## src/rtl/sfb_pkg.sv

```systemverilog
// Package for the bank 0 special register file: offsets, field layout, masks and carriers.
// Assumes a single 20 MHz clock domain and a 32-bit AXI4-Lite register bus.
package sfb_pkg;

   localparam int SFB_ADDR_W = 8;
   localparam int SFB_NREG = 32;

   // Register indices; the bus byte address is four times the index.
   localparam logic [4:0] SFB_IDX_INDIRECT_DATA_WINDOW = 5'h00;
   localparam logic [4:0] SFB_IDX_TIMER0_COUNT = 5'h01;
   localparam logic [4:0] SFB_IDX_PROGRAM_COUNTER_LOW = 5'h02;
   localparam logic [4:0] SFB_IDX_CORE_FLAGS = 5'h03;
   localparam logic [4:0] SFB_IDX_INDIRECT_POINTER = 5'h04;
   localparam logic [4:0] SFB_IDX_PORT_A_DATA = 5'h05;
   localparam logic [4:0] SFB_IDX_PORT_B_DATA = 5'h06;
   localparam logic [4:0] SFB_IDX_PORT_C_DATA = 5'h07;
   localparam logic [4:0] SFB_IDX_PORT_D_DATA = 5'h08;
   localparam logic [4:0] SFB_IDX_PORT_E_DATA = 5'h09;
   localparam logic [4:0] SFB_IDX_PC_UPPER_LATCH = 5'h0a;
   localparam logic [4:0] SFB_IDX_INTERRUPT_CONTROL = 5'h0b;
   localparam logic [4:0] SFB_IDX_PERIPHERAL_FLAGS_1 = 5'h0c;
   localparam logic [4:0] SFB_IDX_PERIPHERAL_FLAGS_2 = 5'h0d;
   localparam logic [4:0] SFB_IDX_TIMER1_COUNT_LOW = 5'h0e;
   localparam logic [4:0] SFB_IDX_TIMER1_COUNT_HIGH = 5'h0f;
   localparam logic [4:0] SFB_IDX_TIMER1_CONTROL = 5'h10;
   localparam logic [4:0] SFB_IDX_TIMER2_COUNT = 5'h11;
   localparam logic [4:0] SFB_IDX_TIMER2_CONTROL = 5'h12;
   localparam logic [4:0] SFB_IDX_CAPTURE_COMPARE_LOW = 5'h15;
   localparam logic [4:0] SFB_IDX_CAPTURE_COMPARE_HIGH = 5'h16;
   localparam logic [4:0] SFB_IDX_CAPTURE_COMPARE_CONTROL = 5'h17;
   localparam logic [4:0] SFB_IDX_SERIAL_RECEIVE_STATUS = 5'h18;
   localparam logic [4:0] SFB_IDX_SERIAL_TRANSMIT_BUFFER = 5'h19;
   localparam logic [4:0] SFB_IDX_SERIAL_RECEIVE_BUFFER = 5'h1a;
   localparam logic [4:0] SFB_IDX_CONVERSION_RESULT_HIGH = 5'h1e;
   localparam logic [4:0] SFB_IDX_CONVERSION_CONTROL = 5'h1f;

   // Field positions.
   localparam int SFB_BIT_TIME_OUT = 4;
   localparam int SFB_BIT_GO_DONE = 2;
   localparam int SFB_BIT_EEPROM_DONE = 4;
   localparam int SFB_BIT_FRAMING_ERROR = 2;
   localparam int SFB_BIT_OVERRUN_ERROR = 1;
   localparam int SFB_BIT_RX_NINTH = 0;

   // Reset values and masks.
   localparam logic [7:0] SFB_CORE_FLAGS_POR = 8'h18;
   localparam logic [7:0] SFB_PERIPH1_FLAG_MASK = 8'hf7;
   localparam logic [7:0] SFB_ZERO = 8'h00;
   localparam logic [7:0] SFB_ONES = 8'hff;
   localparam logic [1:0] SFB_RESP_OKAY = 2'h0;
   localparam logic [1:0] SFB_RESP_SLVERR = 2'h2;

   // Bits software may write, per index; zero bits read back as stored or zero.
   localparam logic [7:0] SFB_WMASK [0:31] = '{
      8'h00, 8'hff, 8'hff, 8'he7, 8'hff, 8'h3f, 8'hff, 8'hff,
      8'hff, 8'h07, 8'h1f, 8'hff, 8'hf7, 8'h10, 8'hff, 8'hff,
      8'h3f, 8'hff, 8'h7f, 8'h00, 8'h00, 8'hff, 8'hff, 8'h3f,
      8'hf8, 8'hff, 8'h00, 8'h00, 8'h00, 8'h00, 8'h00, 8'hfd};

   // Bits kept through a non-power reset, per index; all other bits clear, save the core flags time-out bit.
   localparam logic [7:0] SFB_KEEP [0:31] = '{
      8'h00, 8'hff, 8'h00, 8'h0f, 8'hff, 8'h10, 8'hff, 8'hff,
      8'hff, 8'h07, 8'h00, 8'h01, 8'h00, 8'h00, 8'hff, 8'hff,
      8'h3f, 8'h00, 8'h00, 8'h00, 8'h00, 8'hff, 8'hff, 8'h00,
      8'h01, 8'h00, 8'h00, 8'h00, 8'h00, 8'h00, 8'hff, 8'h00};

   typedef struct packed {
      logic [5:0] port_a;
      logic [7:0] port_b;
      logic [7:0] port_c;
      logic [7:0] port_d;
      logic [2:0] port_e;
   } sfb_pins_t;

   typedef struct packed {
      logic [2:0] interrupt_control_set;
      logic [7:0] periph1_set;
      logic eeprom_done_set;
      logic framing_error_set;
      logic overrun_error_set;
      logic rx_load;
      logic rx_ninth;
      logic [7:0] rx_data;
      logic conv_load;
      logic [7:0] conv_result;
   } sfb_events_t;

   typedef struct packed {
      logic [7:0] timer0_count;
      logic [7:0] core_flags;
      logic [7:0] indirect_pointer;
      logic [7:0] interrupt_control;
      logic [7:0] peripheral_flags_1;
      logic [7:0] peripheral_flags_2;
      logic [15:0] timer1_count;
      logic [7:0] timer1_control;
      logic [7:0] timer2_count;
      logic [7:0] timer2_control;
      logic [15:0] capture_compare;
      logic [7:0] capture_compare_control;
      logic [7:0] serial_receive_status;
      logic [7:0] serial_transmit_buffer;
      logic [7:0] conversion_control;
   } sfb_ctrl_t;

endpackage

```

## src/rtl/sfb_bank0.sv

```systemverilog
// Bank 0 special register file with an AXI4-Lite slave port, port latches and pin readback.
// Assumes peripherals drive sfb_events_t on aclk; pins and reset-cause lines are asynchronous.
//
// Contract
// RULE_01: Special registers are plain storage, read and written by core and peripherals.
// RULE_02: Index 00h accesses data memory at the pointer; not a real register.
// RULE_03: Timer0 count at 01h: cleared on power reset, kept by other resets.
// RULE_04: Program counter low byte at 02h clears on every reset.
// RULE_05: Core flags at 03h: bank selects, time-out, power-down, zero, digit carry, carry.
// RULE_06: Indirect pointer at 04h, cleared on power reset, kept otherwise.
// RULE_07: Port A six bits: writes set latch, reads return pins.
// RULE_08: Ports B, C, D: writes set latch, reads return pins, kept on non-power reset.
// RULE_09: Port E has only bits 2 to 0.
// RULE_10: Upper counter write buffer at 0Ah, five bits, clears on every reset.
// RULE_11: Interrupt control at 0Bh: five enables then three flags, flag bit0 kept.
// RULE_12: Peripheral flags 1 at 0Ch, bit 3 unimplemented, clears on reset.
// RULE_13: Peripheral flags 2 at 0Dh holds only the write-complete flag in bit 4.
// RULE_14: Timer1 count bytes at 0Eh and 0Fh kept by non-power resets.
// RULE_15: Timer1 control at 10h uses bits 5 to 0, kept by non-power resets.
// RULE_16: Timer2 count at 11h clears on every reset.
// RULE_17: Timer2 control at 12h: postscale, on bit, prescale; bit 7 unimplemented.
// RULE_18: Capture bytes at 15h, 16h kept; capture control at 17h clears always.
// RULE_19: Serial receive status at 18h: five controls, two errors, ninth received bit.
// RULE_20: Serial transmit and receive buffers at 19h and 1Ah clear on every reset.
// RULE_21: Converter result at 1Eh kept; converter control at 1Fh, bit 1 unimplemented.
// RULE_22: Unimplemented bits and gaps read as zero; unknown bits load zero here.
// RULE_23: Non-power reset values apply to external and watchdog resets.
// RULE_24: A program counter low write loads counter bits 12 to 8 from the buffer.
// RULE_25: Indices 00h to 1Fh decode; gaps read zero, beyond answers an error.
`timescale 1ns/1ps
`default_nettype none

module sfb_bank0 (
   input wire logic aclk,
   input wire logic aresetn,
   input wire logic [sfb_pkg::SFB_ADDR_W-1:0] s_axi_awaddr,
   input wire logic [2:0] s_axi_awprot,
   input wire logic s_axi_awvalid,
   output logic s_axi_awready,
   input wire logic [31:0] s_axi_wdata,
   input wire logic [3:0] s_axi_wstrb,
   input wire logic s_axi_wvalid,
   output logic s_axi_wready,
   output logic [1:0] s_axi_bresp,
   output logic s_axi_bvalid,
   input wire logic s_axi_bready,
   input wire logic [sfb_pkg::SFB_ADDR_W-1:0] s_axi_araddr,
   input wire logic [2:0] s_axi_arprot,
   input wire logic s_axi_arvalid,
   output logic s_axi_arready,
   output logic [31:0] s_axi_rdata,
   output logic [1:0] s_axi_rresp,
   output logic s_axi_rvalid,
   input wire logic s_axi_rready,
   input wire logic power_on_cause,
   input wire logic watchdog_cause,
   input wire sfb_pkg::sfb_pins_t pins_in,
   input wire sfb_pkg::sfb_events_t events,
   output sfb_pkg::sfb_pins_t pins_out,
   output sfb_pkg::sfb_ctrl_t ctrl,
   output logic [12:0] program_counter,
   output logic transmit_load
);

   logic [7:0] regs_reg [0:31];
   logic [7:0] hw_set [0:31];
   logic [7:0] hw_ld_mask [0:31];
   logic [7:0] hw_ld_val [0:31];
   logic [7:0] data_mem [0:255];
   sfb_pkg::sfb_pins_t pins_meta_reg;
   sfb_pkg::sfb_pins_t pins_sync_reg;
   logic [1:0] cause_meta_reg;
   logic [1:0] cause_sync_reg;
   logic aw_held_reg;
   logic w_held_reg;
   logic [sfb_pkg::SFB_ADDR_W-1:0] awaddr_reg;
   logic [7:0] wdata_reg;
   logic wlane_reg;
   logic [12:0] pc_reg;
   logic tx_load_reg;
   logic [7:0] rd_byte;
   logic rd_hit;
   logic wr_fire;
   logic wr_hit;
   logic [4:0] wr_idx;
   logic [4:0] rd_idx;

   // Pins and reset-cause lines are asynchronous; only the second stage is used.
   always_ff @(posedge aclk) begin
      pins_meta_reg <= pins_in;
      pins_sync_reg <= pins_meta_reg;
      cause_meta_reg <= {power_on_cause, watchdog_cause};
      cause_sync_reg <= cause_meta_reg;
   end

   // Write address and data are taken independently and held until both are present.
   assign wr_fire = aw_held_reg && w_held_reg && !s_axi_bvalid;
   assign wr_idx = awaddr_reg[6:2];
   assign wr_hit = (awaddr_reg[7] == 1'b0); // RULE_25

   always_ff @(posedge aclk) begin
      if (!aresetn) begin
         aw_held_reg <= 1'b0;
         w_held_reg <= 1'b0;
         awaddr_reg <= '0;
         wdata_reg <= sfb_pkg::SFB_ZERO;
         wlane_reg <= 1'b0;
         s_axi_bvalid <= 1'b0;
         s_axi_bresp <= sfb_pkg::SFB_RESP_OKAY;
      end else begin
         if (s_axi_awvalid && s_axi_awready) begin
            aw_held_reg <= 1'b1;
            awaddr_reg <= s_axi_awaddr;
         end else if (wr_fire) begin
            aw_held_reg <= 1'b0;
         end
         if (s_axi_wvalid && s_axi_wready) begin
            w_held_reg <= 1'b1;
            wdata_reg <= s_axi_wdata[7:0];
            wlane_reg <= s_axi_wstrb[0];
         end else if (wr_fire) begin
            w_held_reg <= 1'b0;
         end
         if (wr_fire) begin
            s_axi_bvalid <= 1'b1;
            s_axi_bresp <= wr_hit ? sfb_pkg::SFB_RESP_OKAY : sfb_pkg::SFB_RESP_SLVERR;
         end else if (s_axi_bready) begin
            s_axi_bvalid <= 1'b0;
         end
      end
   end

   always_ff @(posedge aclk) begin
      if (!aresetn) begin
         s_axi_awready <= 1'b0;
         s_axi_wready <= 1'b0;
      end else begin
         s_axi_awready <= !aw_held_reg && !(s_axi_awvalid && s_axi_awready);
         s_axi_wready <= !w_held_reg && !(s_axi_wvalid && s_axi_wready);
      end
   end

   // Peripheral events; a set arriving with a software clear wins.
   always_comb begin
      for (int k = 0; k < sfb_pkg::SFB_NREG; k++) begin
         hw_set[k] = sfb_pkg::SFB_ZERO;
         hw_ld_mask[k] = sfb_pkg::SFB_ZERO;
         hw_ld_val[k] = sfb_pkg::SFB_ZERO;
      end
      hw_set[sfb_pkg::SFB_IDX_INTERRUPT_CONTROL] = {5'h00, events.interrupt_control_set}; // RULE_11
      hw_set[sfb_pkg::SFB_IDX_PERIPHERAL_FLAGS_1] =
         events.periph1_set & sfb_pkg::SFB_PERIPH1_FLAG_MASK; // RULE_12
      hw_set[sfb_pkg::SFB_IDX_PERIPHERAL_FLAGS_2][sfb_pkg::SFB_BIT_EEPROM_DONE] =
         events.eeprom_done_set; // RULE_13
      hw_set[sfb_pkg::SFB_IDX_SERIAL_RECEIVE_STATUS][sfb_pkg::SFB_BIT_FRAMING_ERROR] =
         events.framing_error_set; // RULE_19
      hw_set[sfb_pkg::SFB_IDX_SERIAL_RECEIVE_STATUS][sfb_pkg::SFB_BIT_OVERRUN_ERROR] =
         events.overrun_error_set;
      if (events.rx_load) begin
         hw_ld_mask[sfb_pkg::SFB_IDX_SERIAL_RECEIVE_STATUS][sfb_pkg::SFB_BIT_RX_NINTH] = 1'b1;
         hw_ld_val[sfb_pkg::SFB_IDX_SERIAL_RECEIVE_STATUS][sfb_pkg::SFB_BIT_RX_NINTH] =
            events.rx_ninth;
         hw_ld_mask[sfb_pkg::SFB_IDX_SERIAL_RECEIVE_BUFFER] = sfb_pkg::SFB_ONES; // RULE_20
         hw_ld_val[sfb_pkg::SFB_IDX_SERIAL_RECEIVE_BUFFER] = events.rx_data;
      end
      if (events.conv_load) begin
         hw_ld_mask[sfb_pkg::SFB_IDX_CONVERSION_RESULT_HIGH] = sfb_pkg::SFB_ONES; // RULE_21
         hw_ld_val[sfb_pkg::SFB_IDX_CONVERSION_RESULT_HIGH] = events.conv_result;
         hw_ld_mask[sfb_pkg::SFB_IDX_CONVERSION_CONTROL][sfb_pkg::SFB_BIT_GO_DONE] = 1'b1;
      end
   end

   // One storage byte per index; masks and keep bits come from the package tables.
   for (genvar i = 0; i < sfb_pkg::SFB_NREG; i++) begin : g_reg
      logic [7:0] wr_val;
      assign wr_val = (wr_fire && wr_hit && wlane_reg && wr_idx == 5'(i)) ?
         ((regs_reg[i] & ~sfb_pkg::SFB_WMASK[i]) | (wdata_reg & sfb_pkg::SFB_WMASK[i])) :
         regs_reg[i]; // RULE_01
      always_ff @(posedge aclk) begin
         if (!aresetn) begin
            if (cause_sync_reg[1]) begin
               // Bits of unknown power-up value are given zero for repeatability.
               regs_reg[i] <= (5'(i) == sfb_pkg::SFB_IDX_CORE_FLAGS) ?
                  sfb_pkg::SFB_CORE_FLAGS_POR : sfb_pkg::SFB_ZERO; // RULE_03 RULE_05 RULE_22
            end else if (5'(i) == sfb_pkg::SFB_IDX_CORE_FLAGS) begin
               regs_reg[i] <= regs_reg[i] & sfb_pkg::SFB_KEEP[i]; // RULE_05 RULE_23
               regs_reg[i][sfb_pkg::SFB_BIT_TIME_OUT] <= !cause_sync_reg[0];
            end else begin
               regs_reg[i] <= regs_reg[i] & sfb_pkg::SFB_KEEP[i]; // RULE_23 RULE_06 RULE_14
            end
         end else begin
            regs_reg[i] <= ((wr_val & ~hw_ld_mask[i]) | (hw_ld_val[i] & hw_ld_mask[i]))
               | hw_set[i];
         end
      end
   end

   // The indirect window reaches a separate byte store; it is not reset by design.
   always_ff @(posedge aclk) begin
      if (aresetn && wr_fire && wr_hit && wlane_reg &&
          wr_idx == sfb_pkg::SFB_IDX_INDIRECT_DATA_WINDOW) begin
         data_mem[regs_reg[sfb_pkg::SFB_IDX_INDIRECT_POINTER]] <= wdata_reg; // RULE_02
      end
   end

   // Writing the low counter byte loads the upper bits from the write buffer.
   always_ff @(posedge aclk) begin
      if (!aresetn) begin
         pc_reg <= '0; // RULE_04
         tx_load_reg <= 1'b0;
      end else begin
         tx_load_reg <= wr_fire && wr_hit && wlane_reg &&
            wr_idx == sfb_pkg::SFB_IDX_SERIAL_TRANSMIT_BUFFER;
         if (wr_fire && wr_hit && wlane_reg &&
             wr_idx == sfb_pkg::SFB_IDX_PROGRAM_COUNTER_LOW) begin
            pc_reg <= {regs_reg[sfb_pkg::SFB_IDX_PC_UPPER_LATCH][4:0], wdata_reg}; // RULE_24 RULE_10
         end
      end
   end

   // Read decode; ports return the synchronised pin levels, not the latches.
   assign rd_idx = s_axi_araddr[6:2];
   assign rd_hit = (s_axi_araddr[7] == 1'b0); // RULE_25
   always_comb begin
      if (!rd_hit) begin
         rd_byte = sfb_pkg::SFB_ZERO;
      end else if (rd_idx == sfb_pkg::SFB_IDX_INDIRECT_DATA_WINDOW) begin
         // A zero pointer addresses the window itself, which reads zero.
         rd_byte = (regs_reg[sfb_pkg::SFB_IDX_INDIRECT_POINTER] == sfb_pkg::SFB_ZERO) ?
            sfb_pkg::SFB_ZERO : data_mem[regs_reg[sfb_pkg::SFB_IDX_INDIRECT_POINTER]]; // RULE_02
      end else if (rd_idx == sfb_pkg::SFB_IDX_PORT_A_DATA) begin
         rd_byte = {2'h0, pins_sync_reg.port_a}; // RULE_07
      end else if (rd_idx == sfb_pkg::SFB_IDX_PORT_B_DATA) begin
         rd_byte = pins_sync_reg.port_b; // RULE_08
      end else if (rd_idx == sfb_pkg::SFB_IDX_PORT_C_DATA) begin
         rd_byte = pins_sync_reg.port_c;
      end else if (rd_idx == sfb_pkg::SFB_IDX_PORT_D_DATA) begin
         rd_byte = pins_sync_reg.port_d;
      end else if (rd_idx == sfb_pkg::SFB_IDX_PORT_E_DATA) begin
         rd_byte = {5'h00, pins_sync_reg.port_e}; // RULE_09
      end else if (rd_idx == sfb_pkg::SFB_IDX_SERIAL_TRANSMIT_BUFFER) begin
         rd_byte = sfb_pkg::SFB_ZERO;
      end else begin
         rd_byte = regs_reg[rd_idx]; // RULE_22
      end
   end

   always_ff @(posedge aclk) begin
      if (!aresetn) begin
         s_axi_arready <= 1'b0;
         s_axi_rvalid <= 1'b0;
         s_axi_rdata <= '0;
         s_axi_rresp <= sfb_pkg::SFB_RESP_OKAY;
      end else begin
         s_axi_arready <= !s_axi_rvalid && !(s_axi_arvalid && s_axi_arready);
         if (s_axi_arvalid && s_axi_arready) begin
            s_axi_rvalid <= 1'b1;
            s_axi_rdata <= {24'h000000, rd_byte};
            s_axi_rresp <= rd_hit ? sfb_pkg::SFB_RESP_OKAY : sfb_pkg::SFB_RESP_SLVERR;
         end else if (s_axi_rready) begin
            s_axi_rvalid <= 1'b0;
         end
      end
   end

   assign pins_out.port_a = regs_reg[sfb_pkg::SFB_IDX_PORT_A_DATA][5:0]; // RULE_07
   assign pins_out.port_b = regs_reg[sfb_pkg::SFB_IDX_PORT_B_DATA]; // RULE_08
   assign pins_out.port_c = regs_reg[sfb_pkg::SFB_IDX_PORT_C_DATA];
   assign pins_out.port_d = regs_reg[sfb_pkg::SFB_IDX_PORT_D_DATA];
   assign pins_out.port_e = regs_reg[sfb_pkg::SFB_IDX_PORT_E_DATA][2:0]; // RULE_09
   assign ctrl.timer0_count = regs_reg[sfb_pkg::SFB_IDX_TIMER0_COUNT];
   assign ctrl.core_flags = regs_reg[sfb_pkg::SFB_IDX_CORE_FLAGS];
   assign ctrl.indirect_pointer = regs_reg[sfb_pkg::SFB_IDX_INDIRECT_POINTER];
   assign ctrl.interrupt_control = regs_reg[sfb_pkg::SFB_IDX_INTERRUPT_CONTROL];
   assign ctrl.peripheral_flags_1 = regs_reg[sfb_pkg::SFB_IDX_PERIPHERAL_FLAGS_1];
   assign ctrl.peripheral_flags_2 = regs_reg[sfb_pkg::SFB_IDX_PERIPHERAL_FLAGS_2];
   assign ctrl.timer1_count = {regs_reg[sfb_pkg::SFB_IDX_TIMER1_COUNT_HIGH],
      regs_reg[sfb_pkg::SFB_IDX_TIMER1_COUNT_LOW]}; // RULE_14
   assign ctrl.timer1_control = regs_reg[sfb_pkg::SFB_IDX_TIMER1_CONTROL]; // RULE_15
   assign ctrl.timer2_count = regs_reg[sfb_pkg::SFB_IDX_TIMER2_COUNT]; // RULE_16
   assign ctrl.timer2_control = regs_reg[sfb_pkg::SFB_IDX_TIMER2_CONTROL]; // RULE_17
   assign ctrl.capture_compare = {regs_reg[sfb_pkg::SFB_IDX_CAPTURE_COMPARE_HIGH],
      regs_reg[sfb_pkg::SFB_IDX_CAPTURE_COMPARE_LOW]}; // RULE_18
   assign ctrl.capture_compare_control = regs_reg[sfb_pkg::SFB_IDX_CAPTURE_COMPARE_CONTROL];
   assign ctrl.serial_receive_status = regs_reg[sfb_pkg::SFB_IDX_SERIAL_RECEIVE_STATUS];
   assign ctrl.serial_transmit_buffer = regs_reg[sfb_pkg::SFB_IDX_SERIAL_TRANSMIT_BUFFER];
   assign ctrl.conversion_control = regs_reg[sfb_pkg::SFB_IDX_CONVERSION_CONTROL]; // RULE_21
   assign program_counter = pc_reg;
   assign transmit_load = tx_load_reg;

endmodule // sfb_bank0

`default_nettype wire

```

## config.mk

```make
export PLATFORM = sky130hd
export DESIGN_NAME = sfb_bank0
export DESIGN_NICKNAME = d
export VERILOG_FILES = /design/src/rtl/sfb_pkg.sv /design/src/rtl/sfb_bank0.sv
export SDC_FILE = /design/constraint.sdc
export NUM_CORES = 2
export LEC_CHECK = 0
export BUFFER_PORTS_ARGS = -buffer_cell sky130_fd_sc_hd__buf_2
export CAP_MARGIN = 20
export CELL_PAD_IN_SITES_DETAIL_PLACEMENT = 1
export CELL_PAD_IN_SITES_GLOBAL_PLACEMENT = 1
export CORE_MARGIN = 3
export CORE_UTILIZATION = 58
export CTS_CLUSTER_DIAMETER = 120
export CTS_CLUSTER_SIZE = 16
export DETAILED_ROUTE_END_ITERATION = 16
export PLACE_DENSITY = 0.87
export RECOVER_POWER = 100
export SYNTH_ARGS = -nofsm -noshare
export SYNTH_HDL_FRONTEND = slang
export SYNTH_SLANG_ARGS = --single-unit
```

## constraint.sdc

```tcl
create_clock -name aclk -period 8.84 [get_ports aclk]
set_clock_uncertainty 0.1 [all_clocks]
set_input_delay 0.884 -clock aclk [delete_from_list [all_inputs] [get_ports aclk]]
set_output_delay 0.884 -clock aclk [all_outputs]
set_load 0.02 [all_outputs]
```

==> impl_summary.txt <==
----------------------------------------------------
[Outcome]
  Status ... finished, violations left
  Violations in the final reports ... max-capacitance violations, max-slew violations

[Logic synthesis]
  EDFF count, synth ... 2241
  Synthesized flop and latch total ... 2357
  Top cell type by total area after synthesis ... edfxtp_1
  Dominant synthesized flop cell ... edfxtp_1
  Fraction of the yosys area taken by sequential cells ... 0.763
  Post-synthesis adder-cell area fraction ... 0
  Compound-gate portion of the synthesized area ... 0.0240
  Synthesized area per cell ... 21.0 µm²
  Proportion of synthesized area in mux cells ... 0.167
  Cell types with the largest area share after synthesis ... edfxtp_1, mux4_2, dfxtp_1, nor2_1, mux2i_1
  Post-Synthesis Cell Area ... 91300 µm²
  Area share of the leading cell type in the synthesized netlist ... 0.737
  Simple-gate area share of the yosys netlist ... 0.0285
  Fraction of registers with async set/reset ... 0
  Post-Syn Instances ... 4352
  Combinational family with the most area after synthesis ... multiplexers
  Library cells used by synthesis ... 66
  Count of warnings emitted by yosys ... 0
  Xor/xnor share of the synthesized area ... 0

[Power and ir drop]
  Total power divided by cell area ... 208 nW/µm²
  Overall power after layout ... 20.6 mW
  Worst vdd rail ir drop ... 0.211 mV
  Leakage dissipation ... 33.0 nW

[Final layout]
  Fraction of final layout cells sized beyond drive strength 1 ... 0.212
  Leading cell type in the layout, fill and taps excluded ... edfxtp_1
  Top library cells by usage in the layout, fill and taps aside ... edfxtp_1, mux4_2, nor2_1
  Fillers ... 12535
  Final net count ... 4820
  Max FFs per register ... 2048
  Finished Core Util ... 0.640
  Area delta synth->final ... 8.82%

[Drt]
  Initial detailed-routing violation count ... 9585
  Detail Route Antenna Nets ... 0
  Routed Wire Length ... 280 mm
  Number of detailed-route iterations in the first pass ... 6
  Wire length per cell ... 41.2 µm
  Total number of vias ... 49645
  Number of remaining DRC errors ... 0
  Via/cell ratio ... 7.31

[Place]
  Weighted congestion reported at the end of routability-driven placement ... 0.966
  Sum of net half-perimeters after detailed placement ... 165 mm
  Quantity of I/O buffers inserted on ports ... 287

[Global route]
  Total grt overflow ... 0
  Pin count of the biggest net entering global routing ... 208
  Number of antenna violations at the first check in global routing ... 16
  Number of global-route vias before repair ... 50973
  Global-route wire length before repair ... 396 mm
  Global-route usage over all layers ... 0.348

[Clocking]
  CTS buffer count ... 165
  CTS sink cnt ... 2357
  Clock tree from TritonCTS ... built
  Root cell of the clock tree ... clkbuf_16
  H-tree levels ... 4
  Latest clock arrival within the worst-skew pair ... 0.87 ns
  Clk buf depth ... 3
  Clock transition time at the flip-flop clock pins of the worst setup and hold paths ... 0.07 ns

[Setup path]
  Reg2reg path depth ... 11
  R2r setup slk ... 1.49 ns
  End of the critical path ... s_axi_rdata[3]
  CP Cell Sequence ... clkbuf_1 > clkbuf_1 > nor2_1 > clkbuf_1 > a41oi_1 > clkbuf_1 > and2_0 > o211ai_1 > o31ai_1 > a31oi_1 > o211ai_1
  Setup CP Type ... flop to flop
  Critical Path Slowest Stage Cell ... clkbuf_1
  Crit-path max FO ... 24
  Worst endpoint data arrival time ... 8.02 ns
  Critical register-to-register path startpoint ... regs_reg[4][5]
  Cell repeated most along the worst path ... clkbuf_1
  Crit path capture type ... flop
  Startpoint type of the worst setup path ... flop
  FF-to-FF End ... s_axi_rdata[3]
  Crit path from ... regs_reg[4][5]
  Required arrival time at the worst endpoint ... 9.51 ns
  Worst stage delay on the critical path ... 2.06 ns

[Run]
  Max-cap viol count ... 29

[Floorplan]
  Starting density of the core ... 0.588
  Area of the core ... 155000 µm²
  Die footprint ... 162000 µm²
  Floorplan die width ... 403 µm
  IO Pins ... 357
  Cell row count ... 144
  Die Height ... 403 µm

[Timing]
  Count of final max-slew check failures ... 2059
  Final Hold Violating Endpoints ... 0
  Period minus WS final ... 7.35 ns
  Post-Route Setup TNS ... 0 ns
  Slew HR ... -2.21
  Post-route fraction of the period consumed by the critical path ... 0.831
  Final Setup Violations ... 0
  Min Hold Slack ... 0.0505 ns
  Achievable frequency ... 0.136 GHz
  Worst slew pin tran ... 4.81 ns
  Unrepaired setup endpoints after global routing ... no

[Worst hold path]
  Type of the worst min-delay path ... input port to flop

----------------------------------------------------
## routing by layer
| layer | share of wire | up-vias | track usage |
|---|---|---|---|
| met1 | 0.32 | 25509 | 0.452 |
| met2 | 0.47 | 4562 | 0.537 |
| met5 | 0.00058 | - | 0 |
| li1 | - | 18443 | - |
| met3 | 0.13 | 1117 | 0.0947 |
| met4 | 0.075 | 14 | 0.202 |
## power breakdown
group	total, mW	internal, mW	switching (mW)
clock network	7.30	3.54	3.77
logic	0.945	0.286	0.659
registers	12.4	12.3	0.0929
## through the flow
stage                     area (µm²)  cells  setup slack, ns
after floorplan                91500   4403             4.00
after global routing           99300   6784             1.59
after global placement         95000   6541             3.18
after detailed placement       95000   6543             3.48
final                          99300   6793             1.49
after CTS                      99700   6774             3.36
## worst max-delay path: cells and delay by family, from the launching register on
| family | cells | cell delay, ns |
|---|---|---|
| AND/OR/NAND/NOR | 2 | 1.04 |
| AO/OA/AOI/OAI | 5 | 1.47 |
| buffers and inverters | 4 | 4.26 |
| flip-flops | 1 | 0.36 |
## kinds of logic after synthesis
kind of cell,Yosys count
other cells,2
compound gates,319
buf+inv,333
mux,732
simple gates,609
flops,2357
## layout make-up
type | instances | area, µm² | share of cell area
Tap cell | 2044 | 2560 | 0.0258
Inverter | 47 | 176 | 0.00178
Clock buffer | 210 | 4470 | 0.0450
Antenna cell | 12 | 30.0 | 0.000302
Timing Repair Buffer | 403 | 2130 | 0.0215
Clock inverter | 7 | 120 | 0.00121
Sequential cell | 2357 | 69600 | 0.701
Multi-Input combinational cell | 1713 | 20200 | 0.204
## worst min path at each step
stage                            startpoint           endpoint  slack (ns)  cells after the start
after CTS                    power_on_cause  cause_meta_reg[1]      0.0003                      1
after global routing            pins_in[28]  pins_meta_reg[28]        0.02                      1
after detailed placement   pins_meta_reg[4]   pins_sync_reg[4]        0.21                      0
after global placement     pins_meta_reg[8]   pins_sync_reg[8]        0.21                      0
final                           pins_in[30]  pins_meta_reg[30]        0.05                      1
after floorplan           cause_meta_reg[0]  cause_sync_reg[0]        0.21                      0
## cell usage after synthesis, drive strengths merged (7+ instances only)
cell    instances
o21ai          40
nand2         126
mux2           30
a21oi          73
a22oi          67
nor2          350
a31oi           8
o211ai          8
o22ai          16
dfxtp         116
mux2i          76
a221oi         27
clkbuf        114
nand2b         14
inv            44
buf           172
a21o           10
a211oi         12
and2           15
o31ai           8
mux4          626
nand4           7
nor3           16
nor2b          16
nand3          37
edfxtp       2241
## repair_timing
item	4_1_cts	5_1_grt
setup buffers	0	0
hold buffers	14	0
gates resized for setup	0	0
hold endpoints to repair	14	0
(Power assumes the default switching activity.)
